`config.mk`:
```
export PLATFORM = sky130hd
export DESIGN_NAME = dsp_debug_port
export DESIGN_NICKNAME = d
export VERILOG_FILES = /design/src/design/dsp_pkg.sv /design/src/design/dsp_debug_port.sv /design/src/design/dsp_shifter.sv /design/src/design/dsp_sync.sv
export SDC_FILE = /design/constraint.sdc
export NUM_CORES = 1
export LEC_CHECK = 0
export ABC_AREA = 1
export BUFFER_PORTS_ARGS = -buffer_cell sky130_fd_sc_hd__buf_2
export CORE_UTILIZATION = 56
export DETAILED_ROUTE_END_ITERATION = 7
export HOLD_SLACK_MARGIN = 0.06
export PLACE_DENSITY = 0.92
export RECOVER_POWER = 50
export SLEW_MARGIN = 20
export SYNTH_ARGS = -nofsm -noshare
export SYNTH_HDL_FRONTEND = slang
export SYNTH_SLANG_ARGS = --single-unit
```
`constraint.sdc`:
```
create_clock -name clk -period 2.4 [get_ports clk]
set_clock_uncertainty 0.1 [all_clocks]
set_input_delay 0 -clock clk [delete_from_list [all_inputs] [get_ports clk]]
set_output_delay 0 -clock clk [all_outputs]
set_load 0.005 [all_outputs]
```
`src/design/dsp_pkg.sv`:
```
// Constants and types shared by the debug serial port design
package dsp_pkg;
   localparam int SHIFT_W = 35;
   localparam int WORD_W = 32;
   localparam int TRAP_W = 9;
   localparam int TRAP_DATA_W = 7;
   localparam logic [5:0] TRAP_LEN = 6'h0A;
   localparam logic [5:0] DEBUG_LEN = 6'h23;
   localparam logic [4:0] STRAP_CLKS = 5'h08;
   localparam logic [4:0] SCAN_CLKS = 5'h10;
   localparam logic [1:0] FLUSH_FROZEN = 2'h3;
   localparam logic [1:0] FLUSH_RUN = 2'h0;
   // Outgoing status codes
   localparam logic [1:0] ST_VALID = 2'h0;
   localparam logic [1:0] ST_SEQ_ERR = 2'h1;
   localparam logic [1:0] ST_CORE_INT = 2'h2;
   localparam logic [1:0] ST_NULL = 2'h3;
   // Special register addresses on the internal bus
   localparam logic [9:0] SPR_INSTR_PORT = 10'h276;
   localparam logic [9:0] SPR_DATA_PORT = 10'h277;
   localparam logic [9:0] SPR_CAUSE = 10'h094;
   localparam logic [9:0] SPR_ENABLE = 10'h095;
   localparam logic [9:0] SPR_INSTR_WATCH = 10'h09E;
   localparam logic [9:0] SPR_LS_WATCH2 = 10'h099;
   // Cause bit positions and reset values
   localparam int CAUSE_RESET_BIT = 31;
   localparam int CAUSE_EXT_BIT = 7;
   localparam logic [31:0] ENABLE_RESET = 32'hFFFFFFFF;
   localparam logic [8:0] TRAP_RESET = 9'h000;
   // Trap enable control layout: [8:3] enables, [2] sync, [1] maskable bp, [0] nonmaskable bp
   localparam int TRAP_SYNC_BIT = 2;
   localparam int TRAP_BPM_BIT = 1;
   localparam int TRAP_BPN_BIT = 0;
   localparam logic [4:0] CMD_BREAK = 5'h1F;
   typedef enum logic [1:0] {PS_RESET, PS_WAIT_LOW, PS_IDLE, PS_SHIFT} dsp_port_e;
endpackage

```
`src/design/dsp_debug_port.sv`:
```
// Debug serial port: shift register, trap enables, freeze and debug entry/exit
//
// Contract
// Debug software never sets the external interrupt enable while in debug mode.
// In debug mode an enabled external interrupt level is reported every clock.
// Saved PC and state update only on debug entry, never on later exceptions.
// Return from interrupt in debug mode leaves it and drops freeze.
// Pending enabled cause after return re-enters debug mode at once.
// Each serial clock edge shifts; new top bit goes onto serial out. Code shifts on the serial clock rise, or every system clock when self clocked.
// Ready and start bits, not clock gating, decide when data shifts.
// Serial clock level at reset decides immediate debug entry.
// Serial in level at reset selects configuration and port clocking mode.
// Serial out changes only on the selected shift clock.
// Freeze output asserted, on the system clock, while in debug mode.
// While frozen the fetch flush status shows binary 11.
// Freeze status is a bit of the shifted-out data.
// Instruction, data and trap registers built as shift plus trap registers.
// Shift register is 35 bits, loaded serially on the selected clock.
// Every debug mode fetch reads the instruction port, shifted in first.
// Data port read returns shifted data; write loads shift register outward.
// Trap register is 9 bits: six enables, two breakpoints, one sync.
// Core cannot access trap register; only trap transmissions load it.
// Trap enables readable through the two watch control registers.
// Shift register selected by port address with special register attribute.
// Mismatch of received item against core expectation reports sequencing error.
// Serial in latched eight clocks after soft reset; high means self clocked.
// Start bit scan begins 16 clocks after reset, after serial in low.
// Mode bit set means 10-bit transmission of seven bits into trap register.
// Reading the cause register clears all its bits.
module dsp_debug_port
   import dsp_pkg::*;
(
   // Clock and reset
   input wire logic clk,
   input wire logic reset_n,
   // Development tool pins
   input wire logic debugSerialClock,
   input wire logic debugSerialIn,
   input wire logic softResetIn,
   output logic debugSerialOut,
   output logic freezeOut,
   output logic [1:0] fetchFlushStatus,
   output logic configModeStrap,
   // Core events
   input wire logic debugModeEn,
   input wire logic [WORD_W-1:0] causeSetIn,
   input wire logic extIrqLevel,
   input wire logic externalIrqEnable,
   input wire logic rfiExec,
   input wire logic [WORD_W-1:0] corePc,
   input wire logic [WORD_W-1:0] coreState,
   output logic [WORD_W-1:0] saveRestorePc,
   output logic [WORD_W-1:0] saveRestoreState,
   output logic debugExceptionPulse,
   // Internal special register bus
   input wire logic [9:0] busAddr,
   input wire logic busSprAttr,
   input wire logic busFetch,
   input wire logic busRead,
   input wire logic busWrite,
   input wire logic [WORD_W-1:0] busWdata,
   output logic busAck,
   output logic [WORD_W-1:0] busRdata,
   // Trap enable control outputs
   output logic [TRAP_W-1:0] trapEnableCtrl
);
   logic dsckSync;
   logic dinSync;
   logic srSync;
   logic [SHIFT_W-1:0] shiftQ;
   logic shiftLoad;
   logic shiftEn;
   logic [SHIFT_W-1:0] shiftLoadData;

   dsp_sync #(.WIDTH(3)) u_sync (
      .clk(clk),
      .reset_n(reset_n),
      .asyncIn({debugSerialClock, debugSerialIn, softResetIn}),
      .syncOut({dsckSync, dinSync, srSync})
   );

   dsp_shifter #(.WIDTH(SHIFT_W)) u_shift (
      .clk(clk),
      .reset_n(reset_n),
      .loadEn(shiftLoad),
      .loadData(shiftLoadData),
      .shiftEn(shiftEn),
      .serialIn(dinSync),
      .q(shiftQ)
   );

   dsp_port_e state_ff, nxt_state;
   logic [4:0] rstCnt_ff, nxt_rstCnt;
   logic selfClock_ff, nxt_selfClock;
   logic strap_ff, nxt_strap;
   logic dsckPrev_ff, nxt_dsckPrev;
   logic [5:0] bitCnt_ff, nxt_bitCnt;
   logic trapMode_ff, nxt_trapMode;
   logic done_ff, nxt_done;
   logic rxValid_ff, nxt_rxValid;
   logic rxIsData_ff, nxt_rxIsData;
   logic [WORD_W-1:0] rxWord_ff, nxt_rxWord;
   logic [1:0] outStatus_ff, nxt_outStatus;
   logic [WORD_W-1:0] outData_ff, nxt_outData;
   logic [TRAP_W-1:0] trap_ff, nxt_trap;
   logic [WORD_W-1:0] cause_ff, nxt_cause;
   logic [WORD_W-1:0] enable_ff, nxt_enable;
   logic frozen_ff, nxt_frozen;
   logic [WORD_W-1:0] pcSave_ff, nxt_pcSave;
   logic [WORD_W-1:0] stSave_ff, nxt_stSave;
   logic excPulse_ff, nxt_excPulse;
   logic ack_ff, nxt_ack;
   logic [WORD_W-1:0] rdata_ff, nxt_rdata;
   logic debug_serial_out_ff, nxt_debug_serial_out;
   logic [1:0] flush_ff, nxt_flush;

   logic tick;
   logic portSel;
   logic [5:0] txLen;
   logic [WORD_W-1:0] extSet;
   logic [WORD_W-1:0] statusWord;

   // Self clocked mode shifts every system clock; otherwise on serial clock rise
   assign tick = selfClock_ff | (dsckSync & ~dsckPrev_ff);
   assign portSel = busSprAttr & ((busAddr == SPR_INSTR_PORT) | (busAddr == SPR_DATA_PORT));
   assign txLen = trapMode_ff ? TRAP_LEN : DEBUG_LEN;
   assign extSet = (frozen_ff & extIrqLevel & externalIrqEnable) ? (WORD_W'(1) << CAUSE_EXT_BIT) : '0;
   // Non-data answers carry freeze status in bit 31 and an idle download flag
   assign statusWord = (outStatus_ff == ST_VALID) ? outData_ff
                       : {frozen_ff, 1'b1, {(WORD_W-2){1'b1}}};
   assign shiftLoadData = {outStatus_ff, statusWord, 1'b1};
   assign shiftLoad = (state_ff == PS_IDLE) & tick & dinSync & ~rxValid_ff;
   assign shiftEn = (state_ff == PS_SHIFT) & tick & (bitCnt_ff < txLen);

   always_comb begin
      nxt_state = state_ff;
      nxt_rstCnt = rstCnt_ff;
      nxt_selfClock = selfClock_ff;
      nxt_strap = strap_ff;
      nxt_dsckPrev = dsckSync;
      nxt_bitCnt = bitCnt_ff;
      nxt_trapMode = trapMode_ff;
      nxt_done = 1'b0;
      nxt_rxValid = rxValid_ff;
      nxt_rxIsData = rxIsData_ff;
      nxt_rxWord = rxWord_ff;
      nxt_outStatus = outStatus_ff;
      nxt_outData = outData_ff;
      nxt_trap = trap_ff;
      nxt_cause = cause_ff;
      nxt_enable = enable_ff;
      nxt_frozen = frozen_ff;
      nxt_pcSave = pcSave_ff;
      nxt_stSave = stSave_ff;
      nxt_excPulse = 1'b0;
      nxt_ack = 1'b0;
      nxt_rdata = rdata_ff;
      nxt_debug_serial_out = debug_serial_out_ff;
      nxt_flush = frozen_ff ? FLUSH_FROZEN : FLUSH_RUN;

      // Reset sequencing and straps
      if (srSync) begin
         nxt_state = PS_RESET;
         nxt_rstCnt = '0;
      end else begin
         unique case (state_ff)
            PS_RESET: begin
               nxt_rstCnt = rstCnt_ff + 5'h01;
               if (nxt_rstCnt == STRAP_CLKS) begin
                  nxt_selfClock = dinSync;
                  nxt_strap = dinSync;
                  if (dsckSync) begin
                     nxt_cause[CAUSE_RESET_BIT] = 1'b1;
                  end
               end
               if (nxt_rstCnt == SCAN_CLKS) begin
                  nxt_state = dinSync ? PS_WAIT_LOW : PS_IDLE;
               end
            end
            PS_WAIT_LOW: begin
               if (!dinSync) begin
                  nxt_state = PS_IDLE;
               end
            end
            PS_IDLE: begin
               // Ready is shown low only when a new item can be taken
               if (tick) begin
                  nxt_debug_serial_out = rxValid_ff;
               end
               if (shiftLoad) begin
                  nxt_state = PS_SHIFT;
                  nxt_bitCnt = 6'h01;
                  nxt_debug_serial_out = outStatus_ff[1];
               end
            end
            PS_SHIFT: begin
               if (shiftEn) begin
                  nxt_bitCnt = bitCnt_ff + 6'h01;
                  nxt_debug_serial_out = shiftQ[SHIFT_W-2];
                  if (bitCnt_ff == 6'h01) begin
                     nxt_trapMode = dinSync;
                  end
                  if (nxt_bitCnt == txLen) begin
                     nxt_done = 1'b1;
                     nxt_state = PS_IDLE;
                  end
               end
            end
         endcase
      end

      // Completed transmission
      if (done_ff) begin
         if (trapMode_ff) begin
            if (!shiftQ[TRAP_DATA_W]) begin
               nxt_trap[TRAP_W-1:TRAP_SYNC_BIT] = shiftQ[TRAP_DATA_W-1:0];
            end else if (shiftQ[4:0] == CMD_BREAK) begin
               nxt_trap[TRAP_BPM_BIT] = shiftQ[5];
               nxt_trap[TRAP_BPN_BIT] = shiftQ[6];
            end
         end else begin
            nxt_rxValid = 1'b1;
            nxt_rxIsData = shiftQ[WORD_W];
            nxt_rxWord = shiftQ[WORD_W-1:0];
            if (outStatus_ff == ST_VALID) begin
               nxt_outStatus = ST_NULL;
            end
         end
      end

      // Cause register: hardware sets win over the read clear
      if (busRead & busSprAttr & (busAddr == SPR_CAUSE) & ~ack_ff) begin
         nxt_cause = '0;
      end
      nxt_cause = nxt_cause | causeSetIn | extSet;
      if (frozen_ff & ((|causeSetIn) | (|extSet))) begin
         nxt_excPulse = 1'b1;
         nxt_outStatus = ST_CORE_INT;
      end

      // Debug mode entry and exit
      if (frozen_ff) begin
         if (rfiExec) begin
            nxt_frozen = 1'b0;
         end
      end else if (debugModeEn & (|(cause_ff & enable_ff))) begin
         nxt_frozen = 1'b1;
         nxt_pcSave = corePc;
         nxt_stSave = coreState;
      end

      // Internal bus; requests are held by the core until acknowledged
      if (!ack_ff) begin
         if (busFetch & frozen_ff & rxValid_ff) begin
            nxt_rxValid = 1'b0;
            if (rxIsData_ff) begin
               nxt_outStatus = ST_SEQ_ERR;
            end else begin
               nxt_ack = 1'b1;
               nxt_rdata = rxWord_ff;
            end
         end else if (portSel & busRead & (busAddr == SPR_DATA_PORT) & rxValid_ff) begin
            nxt_rxValid = 1'b0;
            if (!rxIsData_ff) begin
               nxt_outStatus = ST_SEQ_ERR;
            end else begin
               nxt_ack = 1'b1;
               nxt_rdata = rxWord_ff;
            end
         end else if (portSel & busWrite & (busAddr == SPR_DATA_PORT)) begin
            nxt_ack = 1'b1;
            nxt_outData = busWdata;
            nxt_outStatus = ST_VALID;
         end else if (busSprAttr & busRead & ~portSel) begin
            nxt_ack = 1'b1;
            unique case (busAddr)
               SPR_CAUSE: nxt_rdata = cause_ff;
               SPR_ENABLE: nxt_rdata = enable_ff;
               SPR_INSTR_WATCH: nxt_rdata = {28'h0000000, trap_ff[8:5]};
               SPR_LS_WATCH2: nxt_rdata = {30'h0, trap_ff[4:3]};
               default: nxt_rdata = '0;
            endcase
         end else if (busSprAttr & busWrite & (busAddr == SPR_ENABLE)) begin
            nxt_ack = 1'b1;
            nxt_enable = busWdata;
         end
      end
   end

   always_ff @(posedge clk or negedge reset_n) begin
      if (!reset_n) begin
         state_ff <= PS_RESET;
         rstCnt_ff <= '0;
         selfClock_ff <= 1'b0;
         strap_ff <= 1'b0;
         dsckPrev_ff <= 1'b0;
         bitCnt_ff <= '0;
         trapMode_ff <= 1'b0;
         done_ff <= 1'b0;
         rxValid_ff <= 1'b0;
         rxIsData_ff <= 1'b0;
         rxWord_ff <= '0;
         outStatus_ff <= ST_NULL;
         outData_ff <= '0;
         trap_ff <= TRAP_RESET;
         cause_ff <= '0;
         enable_ff <= ENABLE_RESET;
         frozen_ff <= 1'b0;
         pcSave_ff <= '0;
         stSave_ff <= '0;
         excPulse_ff <= 1'b0;
         ack_ff <= 1'b0;
         rdata_ff <= '0;
         debug_serial_out_ff <= 1'b1;
         flush_ff <= FLUSH_RUN;
      end else begin
         state_ff <= nxt_state;
         rstCnt_ff <= nxt_rstCnt;
         selfClock_ff <= nxt_selfClock;
         strap_ff <= nxt_strap;
         dsckPrev_ff <= nxt_dsckPrev;
         bitCnt_ff <= nxt_bitCnt;
         trapMode_ff <= nxt_trapMode;
         done_ff <= nxt_done;
         rxValid_ff <= nxt_rxValid;
         rxIsData_ff <= nxt_rxIsData;
         rxWord_ff <= nxt_rxWord;
         outStatus_ff <= nxt_outStatus;
         outData_ff <= nxt_outData;
         trap_ff <= nxt_trap;
         cause_ff <= nxt_cause;
         enable_ff <= nxt_enable;
         frozen_ff <= nxt_frozen;
         pcSave_ff <= nxt_pcSave;
         stSave_ff <= nxt_stSave;
         excPulse_ff <= nxt_excPulse;
         ack_ff <= nxt_ack;
         rdata_ff <= nxt_rdata;
         debug_serial_out_ff <= nxt_debug_serial_out;
         flush_ff <= nxt_flush;
      end
   end

   assign debugSerialOut = debug_serial_out_ff;
   assign freezeOut = frozen_ff;
   assign fetchFlushStatus = flush_ff;
   assign configModeStrap = strap_ff;
   assign saveRestorePc = pcSave_ff;
   assign saveRestoreState = stSave_ff;
   assign debugExceptionPulse = excPulse_ff;
   assign busAck = ack_ff;
   assign busRdata = rdata_ff;
   assign trapEnableCtrl = trap_ff;
endmodule

```
`src/design/dsp_shifter.sv`:
```
// Port shift register: serial shift in at the bottom, parallel load
module dsp_shifter #(
   parameter int WIDTH = 35
) (
   // Clock and reset
   input wire logic clk,
   input wire logic reset_n,
   // Control
   input wire logic loadEn,
   input wire logic [WIDTH-1:0] loadData,
   input wire logic shiftEn,
   input wire logic serialIn,
   // Contents
   output logic [WIDTH-1:0] q
);
   logic [WIDTH-1:0] shift_ff;
   logic [WIDTH-1:0] nxt_shift;

   initial begin
      if (WIDTH < 2) $error("dsp_shifter width must be at least 2");
   end

   always_comb begin
      nxt_shift = shift_ff;
      if (loadEn) begin
         nxt_shift = loadData;
      end else if (shiftEn) begin
         nxt_shift = {shift_ff[WIDTH-2:0], serialIn};
      end
   end

   always_ff @(posedge clk or negedge reset_n) begin
      if (!reset_n) begin
         shift_ff <= '0;
      end else begin
         shift_ff <= nxt_shift;
      end
   end

   assign q = shift_ff;
endmodule

```
`src/design/dsp_sync.sv`:
```
// Two flip-flop synchroniser for pin inputs
module dsp_sync #(
   parameter int WIDTH = 1
) (
   // Clock and reset
   input wire logic clk,
   input wire logic reset_n,
   // Data
   input wire logic [WIDTH-1:0] asyncIn,
   output logic [WIDTH-1:0] syncOut
);
   logic [WIDTH-1:0] stage1_ff;
   logic [WIDTH-1:0] stage2_ff;

   initial begin
      if (WIDTH < 1) $error("dsp_sync width must be positive");
   end

   always_ff @(posedge clk or negedge reset_n) begin
      if (!reset_n) begin
         stage1_ff <= '0;
         stage2_ff <= '0;
      end else begin
         stage1_ff <= asyncIn;
         stage2_ff <= stage1_ff;
      end
   end

   assign syncOut = stage2_ff;
endmodule

```
==> results.txt, run 1 <==
The sequential fraction of the synthesis area is 0.542, and the number of enable-type register cells in the synthesized netlist is 0. Summed over all instances, the cell type with the most area after synthesis is dfrtp_1. Root cell of the clock tree: clkbuf_16. The number of levels in the clock H-tree was 1. The required time of the worst setup path came out at 2.74 ns. The clock transition at the registers of the reported paths came out at 0.06 ns. Counting instances in the post-synthesis netlist gives the leading cell types as nand2_1, dfrtp_1, o21ai_0, inv_1, nand3_1. From synthesis to final layout, the design area changed by 34.2%.

CTS saw 299 sinks. For this run, the leading register cell type out of synthesis is dfrtp_1. The internal portion of the total power is 9.49 mW. The fraction of the cycle the final worst path needs was 1.03; the arrival time at the worst endpoint was 2.81 ns. The region available for standard cell placement spans 0.0243 sq mm. The floorplan step set the die height to 159 microns. The mux cell area share after synthesis was 0; the number of iterations in the first detailed-routing pass was 6.

The synthesized-area fraction occupied by ao, oa, aoi and oai cells was 0.136. The first global-routing pass estimated 75.9 mm of wire. The final number of hold-violating endpoints came out at 0. The via count of the first global-routing pass came out at 14.8k. The number of pins exceeding their max-slew limit in the final report came out at 0. Most common cell in the synthesized netlist: nand2_1.

The share of synthesized cell area in full adder, half adder and majority cells is 0.00631, and the max-slew headroom at the worst pin is 0.117. The run finished, with violations left. Synthesis produced 1658 cells. Setup violations remaining at the end of the flow were counted as 18. The tools report the total net switching power as 4.00 mW. When the netlist entered floorplanning its net count stood at 1816. In this run the static leakage power is 9.29 nW. The critical path is of the flip-flop to flip-flop type. After synthesis, the largest family of logic cells by area is simple AND/OR/NAND/NOR gates.

The placer's final routability congestion estimate is 0.915. Summed over all layers, the global routing overflow is 0. TritonCTS built the clock tree.

Number of nets with antenna violations after detailed routing: 0. The filler cells instantiated in the layout total 1475. The number of clock buffers added by TritonCTS is 30. The average cell area after synthesis was 8.37 sq um; the total vias in the final route was 14.7k.

Maximum net fanout on the critical path: 8. The setup slack after layout was -0.0714 ns; the latest clock arrival within the worst-skew pair was 0.56 ns. Sorting the synthesized cells by area gives the leading types as dfrtp_1, nand2_1, o21ai_0.

The tools report the maximum number of pins on one net before global-route repair as 90. Post-synthesis register bit count: 299. The worst setup path is captured at a flip-flop. Power share of the clock group: 0.372. STA classifies the critical path startpoint as a flip-flop. The number of distinct library cell variants in the gate-level netlist after synthesis was 41; the fmax was 0.405 GHz. For the finished layout, the period the worst path requires is 2.47 ns.

The tools report the portion of total power attributed to combinational logic as 0.178. The count of max-cap constraint violations was 0. After detailed routing, the total wire length is 49.4 mm. Async set-reset flop share out of synthesis: 1.00. The post-synthesis simple-gate area fraction works out to 0.230. The width of the die is 159 microns.

Yosys printed 0 warnings. The starting density of the core came out at 0.571. IR analysis of the VDD net gives a maximum drop of 0.685 mV. The initial antenna violation count is 1, and the share of layout cells above drive strength 1 is 0.192. Number of top-level pins: 263. The post-detailed-route DRC marker count came out at 0. The logs give 0.0962 ns for the worst hold slack and 0.0254 sq mm for the area of the die.

The HPWL after detailed placement is 26.4 mm. The via-per-instance ratio was 5.97; the sum of internal, switching and leakage power was 13.5 mW. The checks that failed: negative setup slack. Setup repair after global routing could not meet its margin everywhere. The maximum number of buffers from clock root to sink was 3; the power per cell area was 724 mW/mm^2. The initialized floorplan defines 57 standard-cell rows. The total global routing track utilization is 0.378, and the synthesized-area fraction occupied by xor and xnor cells is 0.00252. Kind of path behind the tightest hold check: input port to flip-flop. The fraction of synthesized cell area taken by the top area cell type was 0.476. In this run, the number of DRC markers left after iteration 0 of detailed routing was 2016. The layout net count was 2267. The synthesized netlist occupies a cell area of 0.0139 sq mm. For the pin with the worst max-slew slack, the measured transition is 1.33 ns. The register share of total power was 0.450; the switching share of power was 0.297. Routed length per instance: 20.1 microns. The count of port buffers added during placement works out to 262.
-- per-stage QoR --
stage / utilization / cell area (sq um) / std cells / worst slack (ns) / TNS [ns]
floorplan: - / 13900 / 1658 / 0.514 / 0
global placement: 0.637 / 15500 / 2192 / 0.337 / 0
detailed placement: 0.637 / 15500 / 2192 / 0.208 / 0
CTS: 0.768 / 18700 / 2463 / 0.0207 / 0
global route: 0.766 / 18600 / 2457 / -0.107 / -1.91
finish: 0.766 / 18600 / 2457 / -0.0714 / -0.469
-- worst max-delay path, stage by stage, from the launching register on --
cell and delay [ns]:
dfstp_2 0.39, nand2_1 0.09, nand2_1 0.07, nor2_2 0.15, nand4_1 0.20, nor2_4 0.22, nand2_8 0.15, clkbuf_16 0.20
nand3_1 0.12, dlygate4sd3_1 0.57, nand2_1 0.07
-- worst paths after layout --
path / start / to / slack [ns] / depth (start not counted)
worst max-delay path: enable_ff[31]$_DFFE_PN1P_ / saveRestoreState[8]$_DFFE_PN0P_ / -0.07 / 10
worst min-delay path: causeSetIn[23] / cause_ff[23]$_DFF_PN0_ / 0.1 / 4
worst max register to register: enable_ff[31]$_DFFE_PN1P_ / saveRestoreState[8]$_DFFE_PN0P_ / -0.07 / 10
worst min register to register: u_sync.stage1_ff[1]$_DFF_PN0_ / u_sync.syncOut[1]$_DFF_PN0_ / 0.25 / 0
max in group asynchronous: reset_n / debugSerialOut$_DFFE_PN1P_ / 0.29 / 4
min in group asynchronous: reset_n / busRdata[4]$_DFFE_PN0P_ / 0.72 / 3
-- routing by layer --
layer  vias up  GRT usage  share of wire
met3       372     0.0711           0.11
met4         0      0.235          0.078
li1       6204          -              -
met5         -          0              0
met2      1256      0.640           0.48
met1      6832      0.448           0.34
-- sequential cells by signal, indices dropped and copies added (netlist names), 5 cells and up --
| name | flops |
|---|---|
| cause_ff | 32 |
| trapEnableCtrl | 9 |
| enable_ff | 32 |
| busRdata | 32 |
| saveRestorePc | 32 |
| saveRestoreState | 32 |
| rxWord_ff | 32 |
| u_shift.q | 34 |
| outData_ff | 32 |
| bitCnt_ff | 6 |
| rstCnt_ff | 5 |
-- cell usage in the layout, fill, tap and decap left out, types with 9 or more instances in the layout --
master / Yosys / routed
buf_2: 26 / 194
buf_4: 9 / 20
clkbuf_1: 25 / 77
clkbuf_16: 0 / 33
dfrtp_1: 264 / 264
dfstp_2: 35 / 35
dlygate4sd3_1: 0 / 190
dlymetal6s4s_1: 0 / 9
inv_1: 160 / 159
inv_2: 8 / 9
nand2_1: 544 / 537
nand2_2: 13 / 19
nand3_1: 101 / 100
nand4_1: 20 / 20
nor2_1: 56 / 47
nor2_2: 5 / 11
nor2_4: 6 / 9
o21ai_0: 214 / 212
o21ai_1: 45 / 47
o21ai_2: 32 / 32
o21bai_1: 16 / 16
-- area by class of cell --
type                       count  area (sq um)  area share
sequential                   299          7530       0.404
multi-input combinational   1105          5290       0.284
timing repair buffer         502          3710       0.199
clock buffer                  42           836      0.0449
inverter                     171           653      0.0351
tap                          324           405      0.0218
clock inverter                13           210      0.0113
antenna                        1          2.50    0.000134
-- logic make-up after synthesis --
kind of cell | after synthesis
AND/OR/NAND/NOR | 760
XOR/XNOR | 4
AO/OA/AOI/OAI | 334
adder cells (fa/ha/maj) | 7
flip-flops | 299
buffers and inverters | 254
-- repair_timing --
item / in CTS / in global routing
endpoints found under the hold margin: 447 / 1
gates resized for setup: 0 / 32
buffers inserted: 0 / 4
endpoints found under the setup margin: 0 / 62
hold buffers: 216 / 1
-- power groups by stage --
stage                     registers [mW]  logic (mW)  clock network (mW)
final                               6.08        2.40                5.02
after global routing                6.09        2.53                5.21
after CTS                           5.92        2.07                4.99
after detailed placement            5.98        1.83                   0
after global placement              5.97        1.73                   0
after floorplan                     6.00       0.744                   0
Power figures use the tool's default switching activity.
==> inputs of run 2 (changes only) <==
RECOVER_POWER = 100   (was 50)
==> run 2 against run 1 <==
  * Flip-flop and latch count is the same
  * Non-clock buffer count unchanged
  * The run still ends with negative setup slack left
  * Fmax is 0.31% lower
  * Hold slack lost 0.0012 ns
  * Largest power group unchanged
  * First-iteration DRC count decreased by 12%
  * Via count shrank 0.14%
==> results.txt, run 2 (synthesis results as in run 1) <==
The flow ran to the end, but the final reports show violations. The final reports fail on negative setup slack. The startpoint identified for the worst register-to-register timing path is enable_ff[31]$_DFFE_PN1P_. The depth of the worst register-to-register path is 10, and the standard cell area after detailed placement is 0.0155 sq mm. The core utilization of the finished layout is 0.765.

For the maximum number of pins on one net before global-route repair, the log shows 90. Non-filler instance count after layout: 2457. The first detailed-routing pass ran for 6 iterations.

The internal reg-to-reg setup slack was -0.08 ns; the site row count was 57. The sum of overflow across all layers after global routing came out at 0. The max-slew headroom at the worst pin is 0.122, and the total vias in the final route is 14.6k. TritonCTS built the clock tree. The initial antenna violation count came out at 1. Setup repair after global routing could not meet its margin everywhere. After detailed routing, the number of remaining DRC violations is 0. In this run the power density over the cells is 724 mW/mm^2.

Port buffering added 262 buffers. The slew at the pin closest to its max-slew limit came out at 1.32 ns. The tools report the root cell of the clock tree as clkbuf_16. In this run the remaining antenna-violating nets after routing total 0. The path with the worst hold slack has its endpoint at cause_ff[23]$_DFF_PN0_. The worst register-to-register path ends at saveRestoreState[8]$_DFFE_PN0P_.

The worst setup path is captured at a flip-flop. The cell with the largest stage delay on the worst path was dlygate4sd3_1. STA classifies the critical path startpoint as a flip-flop.

Max-cap violations in this run came to 0. The maximum number of buffers from clock root to sink was 3; the fraction of the cycle the final worst path needs was 1.03. Kind of path behind the tightest hold check: input port to flip-flop.

Family with the most delay on the worst path: simple AND/OR/NAND/NOR gates. The tools report the startpoint of the tightest hold check path as causeSetIn[23]. The number of pins exceeding their max-slew limit in the final report came out at 0.

The run gives 299 as the clock net sink count. In the layout the commonest cells are nand2_1, dfrtp_1, o21ai_0. For this run, the top clock speed supported by timing is 0.403 GHz.

Global-route wire length before repair: 75.9 mm. The library cell used most frequently in the layout, excluding fill and tap cells, is nand2_1. By startpoint and endpoint, the worst setup path is classified as flip-flop to flip-flop. Data on the critical path arrives at its endpoint at 2.82 ns. The clock transition at the registers of the reported paths is 0.06 ns, and the starting density of the core is 0.571.

The run gives 30 as the total clock buffers created by CTS. The width of the die is 159 microns. Relative to the synthesized area, the layout overhead comes to 34.0%. Pin placement for this block handled 263 I/O pins. The later pin in the worst-skew pair is clocked with a latency of 0.57 ns. The run gives 1 as the number of levels in the clock H-tree. The cell area after layout was 0.0186 sq mm; the layout net count was 2267. The worst-case IR drop observed on VDD is 0.673 mV. For the via count of the first global-routing pass, the log shows 14.8k. Setup slack after layout: -0.0790 ns. Along the worst hold path, the cell count comes to 4. The number of placed instances, taps included is 2192, and the area of the core is 0.0243 sq mm. The area of the die is 0.0254 sq mm. The number of buffers and inverters on the critical path is 2. Routability-driven placement finished with a final weighted congestion of 0.915. The via-per-instance ratio is 5.96. The run gives 0.378 as the total global routing track utilization. The design draws 13.5 mW. The final number of hold-violating endpoints was 0; the number of flip-flops under the largest register name was 34. In this design, the stage delay of the slowest critical-path cell is 0.57 ns. Setup violations remaining at the end of the flow were counted as 24.

The tools report the worst hold slack as 0.0949 ns. The run gives 2.74 ns as the required time of the worst setup path. The logs give 1485 for the layout filler cell count and 26.4 mm for the HPWL after detailed placement. Walking the worst path, the cells encountered are nand2_1 -> nand2_1 -> nor2_2 -> nand4_1 -> nor2_4 -> nand2_8 -> clkbuf_16 -> nand3_1 -> dlygate4sd3_1 -> nand2_1. The static power due to leakage was 9.27 nW; the share of layout cells above drive strength 1 was 0.190.

Measured along the y axis, the die boundary spans 159 microns. The sum of routed wire length over all layers was 49.2 mm; the maximum net fanout on the critical path was 8. The number of violations reported at the end of detailed-routing iteration 0 came out at 1767.

The routed length per instance works out to 20.0 microns. In this design, the critical path's most frequently occurring cell is nand2_1. Shortest period the worst path allows: 2.48 ns.
run 2: changes by cell type in the layout (fill, tap and decap cells not counted), moves of 2 or more:
cell and delta:
o21ai_1 -4, clkbuf_1 +2, buf_4 -3, clkbuf_2 +2, o21ai_0 +4
run 2: cell type report:
| class | instances | area [sq um] | area share |
|---|---|---|---|
| clock buffers | 42 | 836 | 0.0449 |
| clock inverters | 13 | 210 | 0.0113 |
| multi-input cells | 1105 | 5280 | 0.284 |
| repair buffers | 502 | 3690 | 0.198 |
| flip-flops and latches | 299 | 7530 | 0.405 |
| well taps | 324 | 405 | 0.0218 |
| inverters | 171 | 653 | 0.0351 |
| diodes | 1 | 2.50 | 0.000135 |
run 2: report_power, final:
group	switching [mW]	total (mW)	internal (mW)
combinational	1.46	2.39	0.929
sequential	0.486	6.07	5.59
clock	2.03	5.00	2.97
total	3.98	13.5	9.49
run 2: layer usage:
metal / GRT usage / share of wire / vias up
met1: 0.448 / 0.34 / 6822
met2: 0.640 / 0.48 / 1238
li1: - / - / 6200
met5: 0 / 0 / -
met4: 0.235 / 0.079 / 0
met3: 0.0711 / 0.11 / 383
run 2: worst max-delay path by stage:
stage | from | endpoint | slack [ns] | cells after the start
floorplan | trapMode_ff$_DFFE_PN0P_ | u_shift.q[23]$_DFFE_PN0P_ | 0.51 | 9
global placement | trapMode_ff$_DFFE_PN0P_ | u_shift.q[33]$_DFFE_PN0P_ | 0.34 | 10
detailed placement | trapMode_ff$_DFFE_PN0P_ | u_shift.q[12]$_DFFE_PN0P_ | 0.21 | 10
CTS | enable_ff[31]$_DFFE_PN1P_ | saveRestoreState[30]$_DFFE_PN0P_ | 0.02 | 10
global route | enable_ff[31]$_DFFE_PN1P_ | saveRestoreState[8]$_DFFE_PN0P_ | -0.11 | 10
finish | enable_ff[31]$_DFFE_PN1P_ | saveRestoreState[8]$_DFFE_PN0P_ | -0.08 | 10
run 2: per-stage QoR:
stage                     TNS [ns]  setup WS (ns)
after global routing         -1.91         -0.107
after detailed placement         0          0.208
after floorplan                  0          0.514
after global placement           0          0.337
final                       -0.599        -0.0790
after CTS                        0         0.0207
run 2: timing repair:
item,in CTS,in global routing
hold endpoints to repair,447,1
setup buffers,0,4
gates resized for setup,0,32
hold buffers,216,1
endpoints found under the setup margin,0,62
run 2: worst min-delay path, delay by kind of cell:
family	cells	cell delay (ns)
buf+inv	3	0.65
compound gates	1	0.06
